File: config.mk
export PLATFORM = sky130hd
export DESIGN_NAME = autoneg_ability_regs
export DESIGN_NICKNAME = d
export VERILOG_FILES = /design/src/inc/an_regs_pkg.sv /design/src/hw/autoneg_ability_regs.sv
export SDC_FILE = /design/constraint.sdc
export NUM_CORES = 1
export LEC_CHECK = 0
export ABC_AREA = 1
export BUFFER_PORTS_ARGS = -buffer_cell sky130_fd_sc_hd__clkbuf_2
export CORE_MARGIN = 2
export CORE_UTILIZATION = 40
export CTS_CLUSTER_DIAMETER = 40
export DETAILED_ROUTE_END_ITERATION = 10
export GPL_TIMING_DRIVEN = 0
export SLEW_MARGIN = 20
export SYNTH_ARGS = -nofsm -noshare
export SYNTH_HDL_FRONTEND = slang
export SYNTH_SLANG_ARGS = --single-unit
File: constraint.sdc
create_clock -name clk_sys -period 1.56 [get_ports clk_sys]
set_input_delay 0.078 -clock clk_sys [delete_from_list [all_inputs] [get_ports clk_sys]]
set_output_delay 0.078 -clock clk_sys [all_outputs]
set_load 0.05 [all_outputs]
File: src/inc/an_regs_pkg.sv
// Constants and carrier types for the auto-negotiation ability registers
package an_regs_pkg;

  // ----------------------------------------------------------------
  // Register indices on the management interface
  // ----------------------------------------------------------------
  localparam logic [4:0] REG_LOCAL_ADVERTISE = 5'h04;
  localparam logic [4:0] REG_PARTNER_BASE = 5'h05;

  // ----------------------------------------------------------------
  // Advertisement register layout
  // ----------------------------------------------------------------
  localparam int ADV_NEXT_PAGE = 15;
  localparam int ADV_ACK = 14;
  localparam int ADV_REMOTE_FAULT = 13;
  localparam int ADV_PAUSE = 10;
  localparam int ADV_T4 = 9;
  localparam int ADV_TX_FD = 8;
  localparam int ADV_TX_HD = 7;
  localparam int ADV_10_FD = 6;
  localparam int ADV_10_HD = 5;
  localparam logic [15:0] ADV_WRITE_MASK = 16'hbde0;
  localparam logic [15:0] ADV_RESET = 16'h00a0;
  localparam logic [4:0] SELECTOR_8023 = 5'h01;

  // ----------------------------------------------------------------
  // Management frame framing
  // ----------------------------------------------------------------
  localparam logic [1:0] OP_READ = 2'h2;
  localparam logic [1:0] OP_WRITE = 2'h1;
  localparam logic [4:0] HDR_LAST = 5'h0b;
  localparam logic [4:0] TA_DRIVE = 5'h01;
  localparam logic [4:0] DATA_FIRST = 5'h02;
  localparam logic [4:0] DATA_LAST = 5'h11;
  localparam logic [4:0] FRAME_END = 5'h12;

  // ----------------------------------------------------------------
  // Strap capture delay after reset release, in clk_sys cycles
  // ----------------------------------------------------------------
  localparam logic [1:0] STRAP_WAIT = 2'h2;

  // ----------------------------------------------------------------
  // Types
  // ----------------------------------------------------------------
  typedef enum logic [5:0] {
    ST_HUNT = 6'b000001,
    ST_START = 6'b000010,
    ST_HEADER = 6'b000100,
    ST_READ = 6'b001000,
    ST_WRITE = 6'b010000,
    ST_SKIP = 6'b100000
  } mdio_state_t;

  typedef struct packed {
    logic partner_load;
    logic [15:0] partner_word;
    logic ack_set;
    logic ack_clear;
  } an_event_t;

  typedef struct packed {
    logic mdio_o;
    logic mdio_oe_n;
  } mdio_drive_t;

endpackage : an_regs_pkg

File: src/hw/autoneg_ability_regs.sv
// Advertisement and partner ability registers with their management port
`timescale 1ns/1ps

module autoneg_ability_regs (
  // Clock and reset
  input wire logic clk_sys,
  input wire logic rstn,
  // Pins
  input wire logic duplex_strap_pin,
  input wire logic mdc,
  input wire logic mdio_i,
  output an_regs_pkg::mdio_drive_t mdio_drive,
  // Port address on the management bus
  input wire logic [4:0] phy_addr,
  // Negotiation logic events
  input an_regs_pkg::an_event_t an_event,
  input wire logic page_flag_clear,
  // Views for the negotiation logic
  output logic [15:0] local_advertise,
  output logic [15:0] partner_base_page,
  output logic page_received,
  output logic [3:0] status_duplex_ability
);
  import an_regs_pkg::*;

  // ----------------------------------------------------------------
  // State
  // ----------------------------------------------------------------
  typedef struct packed {
    mdio_state_t fsm;
    logic mdc_s1;
    logic mdc_s2;
    logic mdc_prev;
    logic dio_s1;
    logic dio_s2;
    logic strap_s1;
    logic strap_s2;
    logic [1:0] strap_cnt;
    logic strap_done;
    logic [4:0] cnt;
    logic [11:0] hdr;
    logic [15:0] shreg;
    mdio_drive_t drv;
    logic [15:0] adv;
    logic ack;
    logic [15:0] partner;
    logic page_flag;
  } regs_state_t;

  localparam regs_state_t STATE_RESET = '{
    fsm: ST_HUNT,
    mdc_s1: 1'b0,
    mdc_s2: 1'b0,
    mdc_prev: 1'b0,
    dio_s1: 1'b1,
    dio_s2: 1'b1,
    strap_s1: 1'b0,
    strap_s2: 1'b0,
    strap_cnt: 2'h0,
    strap_done: 1'b0,
    cnt: 5'h00,
    hdr: 12'h000,
    shreg: 16'h0000,
    drv: '{mdio_o: 1'b1, mdio_oe_n: 1'b1},
    adv: ADV_RESET,
    ack: 1'b0,
    partner: 16'h0000,
    page_flag: 1'b0
  };

  regs_state_t st;
  regs_state_t next_st;

  logic mdc_rise;
  logic mdc_fall;
  logic bit_in;
  logic [11:0] hdr_full;
  logic [15:0] wr_word;
  logic [15:0] adv_view;
  logic adv_commit;

  // ----------------------------------------------------------------
  // Register views
  // ----------------------------------------------------------------
  always_comb begin
    adv_view = st.adv & ADV_WRITE_MASK;
    adv_view[ADV_ACK] = st.ack;
    adv_view[ADV_T4] = 1'b0;
    adv_view[4:0] = SELECTOR_8023;
  end

  function automatic logic [15:0] read_word(input logic [4:0] regad,
                                             input logic [15:0] adv_w,
                                             input logic [15:0] partner_w);
    logic [15:0] w;
    w = 16'h0000;
    if (regad == REG_LOCAL_ADVERTISE) begin
      w = adv_w;
    end else if (regad == REG_PARTNER_BASE) begin
      w = partner_w;
    end
    return w;
  endfunction : read_word

  // ----------------------------------------------------------------
  // Next state
  // ----------------------------------------------------------------
  always_comb begin
    next_st = st;
    adv_commit = 1'b0;
    // Two flops on every pin before use
    next_st.mdc_s1 = mdc;
    next_st.mdc_s2 = st.mdc_s1;
    next_st.mdc_prev = st.mdc_s2;
    next_st.dio_s1 = mdio_i;
    next_st.dio_s2 = st.dio_s1;
    next_st.strap_s1 = duplex_strap_pin;
    next_st.strap_s2 = st.strap_s1;

    mdc_rise = st.mdc_s2 & ~st.mdc_prev;
    mdc_fall = ~st.mdc_s2 & st.mdc_prev;
    bit_in = st.dio_s2;
    hdr_full = {st.hdr[10:0], bit_in};
    wr_word = {st.shreg[14:0], bit_in};

    // Strap caught once the synchroniser has settled after release
    if (!st.strap_done) begin
      if (st.strap_cnt == STRAP_WAIT) begin
        next_st.strap_done = 1'b1;
        next_st.adv[ADV_TX_FD] = st.strap_s2;
        next_st.adv[ADV_10_FD] = st.strap_s2;
      end else begin
        next_st.strap_cnt = st.strap_cnt + 2'h1;
      end
    end

    // Management frame engine
    unique case (st.fsm)
      ST_HUNT: begin
        // Preamble is optional; an idle line sits high
        if (mdc_rise && !bit_in) begin
          next_st.fsm = ST_START;
        end
      end
      ST_START: begin
        if (mdc_rise) begin
          next_st.cnt = 5'h00;
          next_st.fsm = bit_in ? ST_HEADER : ST_START;
        end
      end
      ST_HEADER: begin
        if (mdc_rise) begin
          next_st.hdr = hdr_full;
          next_st.cnt = st.cnt + 5'h01;
          if (st.cnt == HDR_LAST) begin
            next_st.cnt = 5'h00;
            next_st.fsm = ST_SKIP;
            if (hdr_full[9:5] == phy_addr && hdr_full[11:10] == OP_READ) begin
              next_st.fsm = ST_READ;
              next_st.shreg = read_word(hdr_full[4:0], adv_view, st.partner);
            end else if (hdr_full[9:5] == phy_addr && hdr_full[11:10] == OP_WRITE) begin
              next_st.fsm = ST_WRITE;
            end
          end
        end
      end
      ST_READ: begin
        if (mdc_rise) begin
          next_st.cnt = st.cnt + 5'h01;
        end
        // Data changes on the falling edge so it is stable at the rise
        if (mdc_fall) begin
          if (st.cnt == TA_DRIVE) begin
            next_st.drv.mdio_oe_n = 1'b0;
            next_st.drv.mdio_o = 1'b0;
          end else if (st.cnt >= DATA_FIRST && st.cnt <= DATA_LAST) begin
            next_st.drv.mdio_o = st.shreg[15];
            next_st.shreg = {st.shreg[14:0], 1'b0};
          end else if (st.cnt == FRAME_END) begin
            next_st.drv.mdio_oe_n = 1'b1;
            next_st.drv.mdio_o = 1'b1;
            next_st.fsm = ST_HUNT;
          end
        end
      end
      ST_WRITE: begin
        if (mdc_rise) begin
          next_st.cnt = st.cnt + 5'h01;
          if (st.cnt >= DATA_FIRST) begin
            next_st.shreg = wr_word;
          end
          if (st.cnt == DATA_LAST) begin
            next_st.fsm = ST_HUNT;
            if (st.hdr[4:0] == REG_LOCAL_ADVERTISE) begin
              // Read-only bits are masked off; reserved bits keep what was written
              adv_commit = 1'b1;
              next_st.adv = wr_word & ADV_WRITE_MASK;
            end
          end
        end
      end
      ST_SKIP: begin
        // Frames for other ports pass without a response
        if (mdc_rise) begin
          next_st.cnt = st.cnt + 5'h01;
          if (st.cnt == DATA_LAST) begin
            next_st.fsm = ST_HUNT;
          end
        end
      end
      default: begin
        next_st.fsm = ST_HUNT;
      end
    endcase

    // Acknowledge: set wins over a restart
    if (an_event.ack_clear) begin
      next_st.ack = 1'b0;
    end
    if (an_event.ack_set) begin
      next_st.ack = 1'b1;
    end

    // Partner word and its flag; a load wins over a clear
    if (page_flag_clear) begin
      next_st.page_flag = 1'b0;
    end
    if (an_event.partner_load) begin
      next_st.partner = an_event.partner_word;
      next_st.page_flag = 1'b1;
    end
  end

  // ----------------------------------------------------------------
  // Registers
  // ----------------------------------------------------------------
  always_ff @(posedge clk_sys or negedge rstn) begin
    if (!rstn) begin
      st <= STATE_RESET;
    end else begin
      st <= next_st;
    end
  end

  // ----------------------------------------------------------------
  // Outputs
  // ----------------------------------------------------------------
  assign mdio_drive = st.drv;
  assign local_advertise = adv_view;
  assign partner_base_page = st.partner;
  assign page_received = st.page_flag;
  // Bits 14..11 of the status register
  assign status_duplex_ability = {st.strap_s2, 1'b1, st.strap_s2, 1'b1};
endmodule : autoneg_ability_regs

==> results of run 1 <==
-- where the power goes --
group	leakage, nW	switching [mW]	internal, mW
clock network	0.0906	0.846	0.597
logic	1.95	1.40	0.843
registers	0.969	0.199	2.23
-- layout by cell type, fill, tap and decap left out, drive strengths merged --
cell,n
nand2,172
buf,83
clkbuf,73
dfrtp,70
inv,63
o21ai,51
nor2,50
nand3,42
dlygate4sd3,23
a21oi,9
conb,8
dfstp,7
nor3,6
clkinv,6
mux2,5
nand4,5
xor2,4
ha,4
o21bai,2
and2,1
xnor2,1
clkinvlp,1
-- logic make-up after synthesis --
group | Yosys count
compound gates | 62
xor+xnor | 5
mux | 5
buf+inv | 113
flops | 77
simple gates | 276
other cells | 2
fa+ha+maj | 4
-- cells in the mapped netlist --
library cell / number / area [um2]
buf_6: 3 / 33.8
nand3_1: 38 / 190
nand4_2: 1 / 12.5
xnor2_1: 1 / 8.76
nor3_1: 5 / 25.0
nand3_2: 3 / 30.0
nor2_2: 7 / 43.8
dfrtp_1: 70 / 1750
buf_4: 39 / 293
a21oi_2: 1 / 8.76
clkbuf_1: 6 / 22.5
inv_2: 4 / 15.0
nand2_1: 167 / 627
conb_1: 2 / 7.51
ha_1: 4 / 50.1
nor3_2: 1 / 10.0
nand3_4: 1 / 17.5
o21ai_1: 3 / 15.0
nor2_1: 39 / 146
inv_1: 57 / 214
nand4_1: 4 / 25.0
a21oi_1: 8 / 40.0
buf_2: 2 / 10.0
o21bai_1: 2 / 15.0
nand2_2: 5 / 31.3
clkinv_1: 2 / 7.51
o21ai_0: 48 / 240
xor2_1: 4 / 35.0
and2_1: 1 / 6.26
mux2_2: 5 / 56.3
dfstp_2: 7 / 184
nor2_4: 4 / 45.0
-- routing by layer --
| layer | global-route usage, % | share of wire, % | vias up |
|---|---|---|---|
| li1 | - | - | 1934 |
| met5 | 0 | 0 | - |
| met2 | 30.3 | 48 | 102 |
| met4 | 6.68 | 2.4 | 0 |
| met1 | 24.1 | 45 | 1750 |
| met3 | 2.92 | 4.2 | 19 |
-- worst paths after layout --
kind / end / startpoint / slack, ns / cells after the start
setup / recovery: st[50]$_DFFE_PN0P_ / st[65]$_DFFE_PN0P_ / -0.15 / 11
min in group asynchronous: local_advertise[11]$_DFFE_PN0P_ / rstn / 0.28 / 2
max in group asynchronous: bit_in$_DFF_PN1_ / rstn / 0.59 / 3
hold reg to reg: status_duplex_ability[1]$_DFF_PN0_ / next_st[72]$_DFF_PN0_ / 0.35 / 0
setup reg to reg: st[50]$_DFFE_PN0P_ / st[65]$_DFFE_PN0P_ / -0.15 / 11
hold / removal: st[83]$_DFFE_PN0P_ / phy_addr[4] / 0.17 / 6
-- per-stage QoR --
stage                     std cells  util (%)  instance area, um2  hold slack (ns)  power [mW]
after floorplan                 550         -                4250           -0.218        3.63
after global placement          745      45.9                4720            0.173        3.98
after detailed placement        746      46.1                4740            0.159        4.02
after CTS                       804      53.4                5490            0.169        5.86
after global routing            822      57.7                5930            0.212        6.48
final                           822      57.7                5930            0.169        6.12
-- state kept, by name (all words and copies together), names as in the netlist --
name,flops
page_received,1
partner_base_page,16
st,31
local_advertise,10
status_duplex_ability,1
next_st,4
hdr_full,11
mdio_drive,2
bit_in,1
-- area by class of cell --
class                           count  area (um2)  share of cell area, %
Clock inverter                      7        56.3                  0.949
Timing Repair Buffer              120         906                   15.3
Sequential cell                    77        1940                   32.8
Buffer                             50         385                   6.49
Multi-Input combinational cell    360        2100                   35.4
Clock buffer                        9         124                   2.09
Inverter                           63         245                   4.13
Tap cell                          136         170                   2.87
-- critical path, stage by stage (launching register included) --
cell	delay (ns)
dfrtp_2	0.46
ha_4	0.18
nand2_4	0.06
nor3_4	0.17
inv_1	0.07
nand2_2	0.08
nand2_4	0.08
nor2_4	0.10
nand3_4	0.13
clkbuf_16	0.19
nand2_2	0.04
nand2_1	0.05
-- what timing repair did --
action	CTS	global route
gates cloned	0	3
hold endpoints to repair	59	0
endpoints found under the setup margin	46	48
hold buffers	23	0
resized for setup	56	89
pin swaps	19	44
setup buffers	19	15
==> results.toml, run 1 <==
[critical_path]
cp_max_fo = 5
cp-end-kind = "flop"
critPathKind = "flop to flop"
cp.required_ns = 1.82
cp.arrival_ns = 1.97
cp-start-kind = "flop"

[timing]
final.setup_skew_ns = 0.0162
fin_ws_ns = -0.155
setup_tns_ns = -3.01
fmax_mhz = 583
final.min_clock_period_ns = 1.71
maxSlewHeadroom_pct = 60.0
slew_violations = 0
hold_viol = 0
setup_viol = 32
finalCritPeriodShare_pct = 110
rsz0062_at_grt = "yes"
tightest_slew_ns = 0.601

[drt]
ant_nets = 0
vias_per_cell = 4.63
drc = 0
dr.pass1.iters = 4
dr_total_vias = 3805
drt_iter0_drc = 169
drt_wl_total_um = 10500
routedWlPerCell_um = 12.8

[placed_design]
place_ws_ns = -0.392
dp_hpwl_um = 6630
io_buffers = 59
place.gp.congestion = 0.850

[logic_synthesis]
synthAdderAreaFrac_pct = 1.19
ys_seq_area_share_pct = 45.9
syn_area_um2 = 4220
synth-simple-area-share_pct = 28.7
yosys_warnings = 0
synth_cell_types = 32
synth_compound_area_share_pct = 7.56
synthXorXnorAreaFrac_pct = 1.04
synth_top_family_by_area = "simple AND/OR/NAND/NOR gates"
synth_cells = 544
syn_avg_cell_area_um2 = 7.75
synthMuxAreaShare_pct = 1.33
ys_ff_latch = 77

[clock_network]
clock_path_buffers = 2
cts.clk_slew.worst_paths_ns = 0.09
cts_tree = "yes"
clk_latency_ns = 0.37
clock-root-buffer = "clkbuf_8"
h-tree-depth = 3
cts_buffers = 9
clkSinkCount = 77

[worst_hold_path]
hp-class = "primary input to flop"

[cells_and_area]
diodes = 0
areaGrowthSynthToFinish_pct = 40.7
final_nets = 715
n_fill_cell = 926
drive_above_1_share_pct = 40.2

[die]
start_util_pct = 41.0
core_area_um2 = 10300
row_count = 37
io_pins = 69
die_w_um = 107
design.die.area_um2 = 11400
die_h_um = 107

[grt]
overflow = 0
grt_pass1_vias = 3660
grt_use_total_pct = 18.2
grt_start_max_net_pins = 43
grt_pass1_wl_um = 16800
antenna_found_initial = 0

[power_and_ir_drop]
power.leakage_nw = 3.01
ir_drop_v = 0.000528
powerDensity_nw_per_um2 = 1030

[job]
cap_viol_max_count = 0

[run_status]
violations = "setup timing"
outcome = "complete, but fails checks"
No activity file was read; power rests on OpenSTA's default activity.
==> run 2: changes to the inputs <==
--- a/config.mk
+++ b/config.mk
@@ -12,6 +12,7 @@
 export CTS_CLUSTER_DIAMETER = 40
 export DETAILED_ROUTE_END_ITERATION = 10
 export GPL_TIMING_DRIVEN = 0
+export PLACE_DENSITY = 0.61
 export SLEW_MARGIN = 20
 export SYNTH_ARGS = -nofsm -noshare
 export SYNTH_HDL_FRONTEND = slang
==> results.toml, run 2 (synthesized netlist as in run 1, its figures left out) <==
[drt]
drt_iter0_drc = 141
dr.pass1.iters = 4
routedWlPerCell_um = 12.6
vias_per_cell = 4.67
drc = 0
ant_nets = 0
dr_total_vias = 3821
drt_wl_total_um = 10300

[die]
io_pins = 69
core_area_um2 = 10300
row_count = 37
die_h_um = 107
start_util_pct = 41.0
design.die.area_um2 = 11400
die_w_um = 107

[timing]
final.setup_skew_ns = 0.0119
hold_viol = 0
slew_violations = 0
timing.hold.ws_ns = 0.171
rsz0062_at_grt = "yes"
setup_tns_ns = -4.92
final.min_clock_period_ns = 1.79
setup_viol = 37
fin_ws_ns = -0.230
finalCritPeriodShare_pct = 115
fmax_mhz = 559

[cells_and_area]
regMostFlops = "st"
layout_commonest_cell = "nand2_1"
final_cell_mix = "nand2_1, dfrtp_1, buf_4, clkbuf_2, inv_1"
largest_register_ff_count = 31
areaGrowthSynthToFinish_pct = 38.9
drive_above_1_share_pct = 38.1
diodes = 0
final_util_pct = 57.0
final_nets = 711

[grt]
grt_start_max_net_pins = 52
antenna_found_initial = 0
overflow = 0
grt_use_total_pct = 17.3
grt_pass1_vias = 3523
grt_pass1_wl_um = 16000

[worst_hold_path]
worstHoldPathCells = 2
hp-class = "primary input to flop"

[critical_path]
cp_max_fo = 5
critPathKind = "flop to flop"
ff2ff_path_depth = 13
cp-end-kind = "flop"
cp-start-kind = "flop"
cp.required_ns = 1.82
cp.arrival_ns = 2.05

[clock_network]
clock_path_buffers = 2
clkSinkCount = 77
clock-root-buffer = "clkbuf_8"
cts.clk_slew.worst_paths_ns = 0.09
clk_latency_ns = 0.36
cts_buffers = 9
h-tree-depth = 3
cts_tree = "yes"

[placed_design]
io_buffers = 59
dp_hpwl_um = 6450
place.gp.congestion = 0.846

[power_and_ir_drop]
powerDensity_nw_per_um2 = 1060
ir_drop_v = 0.000630
finalPower_mw = 6.20
power.leakage_nw = 2.98

[job]
cap_viol_max_count = 0

[run_status]
violations = "setup timing"
outcome = "complete, but fails checks"
-- run 2: changes by cell type in the layout (fill, tap and decap cells not counted), moves of 4 or more --
cell	previous run	this run
buf_4	64	58
nand2_1	140	145
nand2_4	9	5
o21ai_0	38	31
o21ai_1	7	16
-- run 2: critical path: stages (launching register included) --
cell	delay [ns]
dfrtp_1	0.44
buf_6	0.14
inv_4	0.05
ha_4	0.12
nor2_2	0.04
nand3_2	0.13
nand2_1	0.07
nand2_1	0.08
nand3_2	0.08
nor2_4	0.13
nand3_4	0.12
clkbuf_16	0.18
nand2_1	0.05
nand2_1	0.05
-- run 2: report_power, final --
group	switching (mW)	total, mW	internal, mW
Sequential	0.194	2.43	2.23
Clock	0.797	1.55	0.753
Combinational	1.39	2.22	0.835
-- run 2: path summary, 6_finish.rpt --
kind | from | end | slack, ns
max | st[64]$_DFFE_PN0P_ | st[41]$_DFFE_PN0P_ | -0.23
max in group asynchronous | rstn | next_st[74]$_DFF_PN1_ | 0.72
min | an_event[18] | partner_base_page[5]$_DFFE_PN0P_ | 0.17
min reg2reg | next_st[72]$_DFF_PN0_ | status_duplex_ability[1]$_DFF_PN0_ | 0.36
max reg2reg | st[64]$_DFFE_PN0P_ | st[41]$_DFFE_PN0P_ | -0.23
min in group asynchronous | rstn | partner_base_page[3]$_DFFE_PN0P_ | 0.20
-- run 2: layout make-up --
class / count / area, um2
Buffer: 50 / 388
Clock buffer: 10 / 128
Clock inverter: 6 / 71.3
Fill cell: 947 / 4420
Inverter: 63 / 250
Multi-Input combinational cell: 360 / 2030
Sequential cell: 77 / 1940
Tap cell: 136 / 170
Timing Repair Buffer: 116 / 878
-- run 2: what timing repair did --
item                                   CTS  global route
cloned                                   0             4
resized for setup                       48            86
buffers inserted                        16            13
endpoints found under the hold margin   47             0
pin swaps                               11            42
setup endpoints to repair               47            49
hold buffers                            23             0
-- run 2: per-layer routing --
metal  GRT usage (%)  up-vias  part of all wire, %
met5               0        -                    0
met1            22.9     1789                   45
li1                -     1920                    -
met3            3.34       12                  4.7
met2            28.6      100                   48
met4            5.75        0                  1.4
-- run 2: stage by stage --
stage / area (um2) / instances / setup slack (ns)
2_1_floorplan: 4250 / 550 / -0.0141
3_3_place_gp: 4720 / 745 / -0.380
3_5_place_dp: 4750 / 746 / -0.367
4_1_cts: 5450 / 801 / -0.151
5_1_grt: 5860 / 818 / -0.368
6_report: 5860 / 818 / -0.230
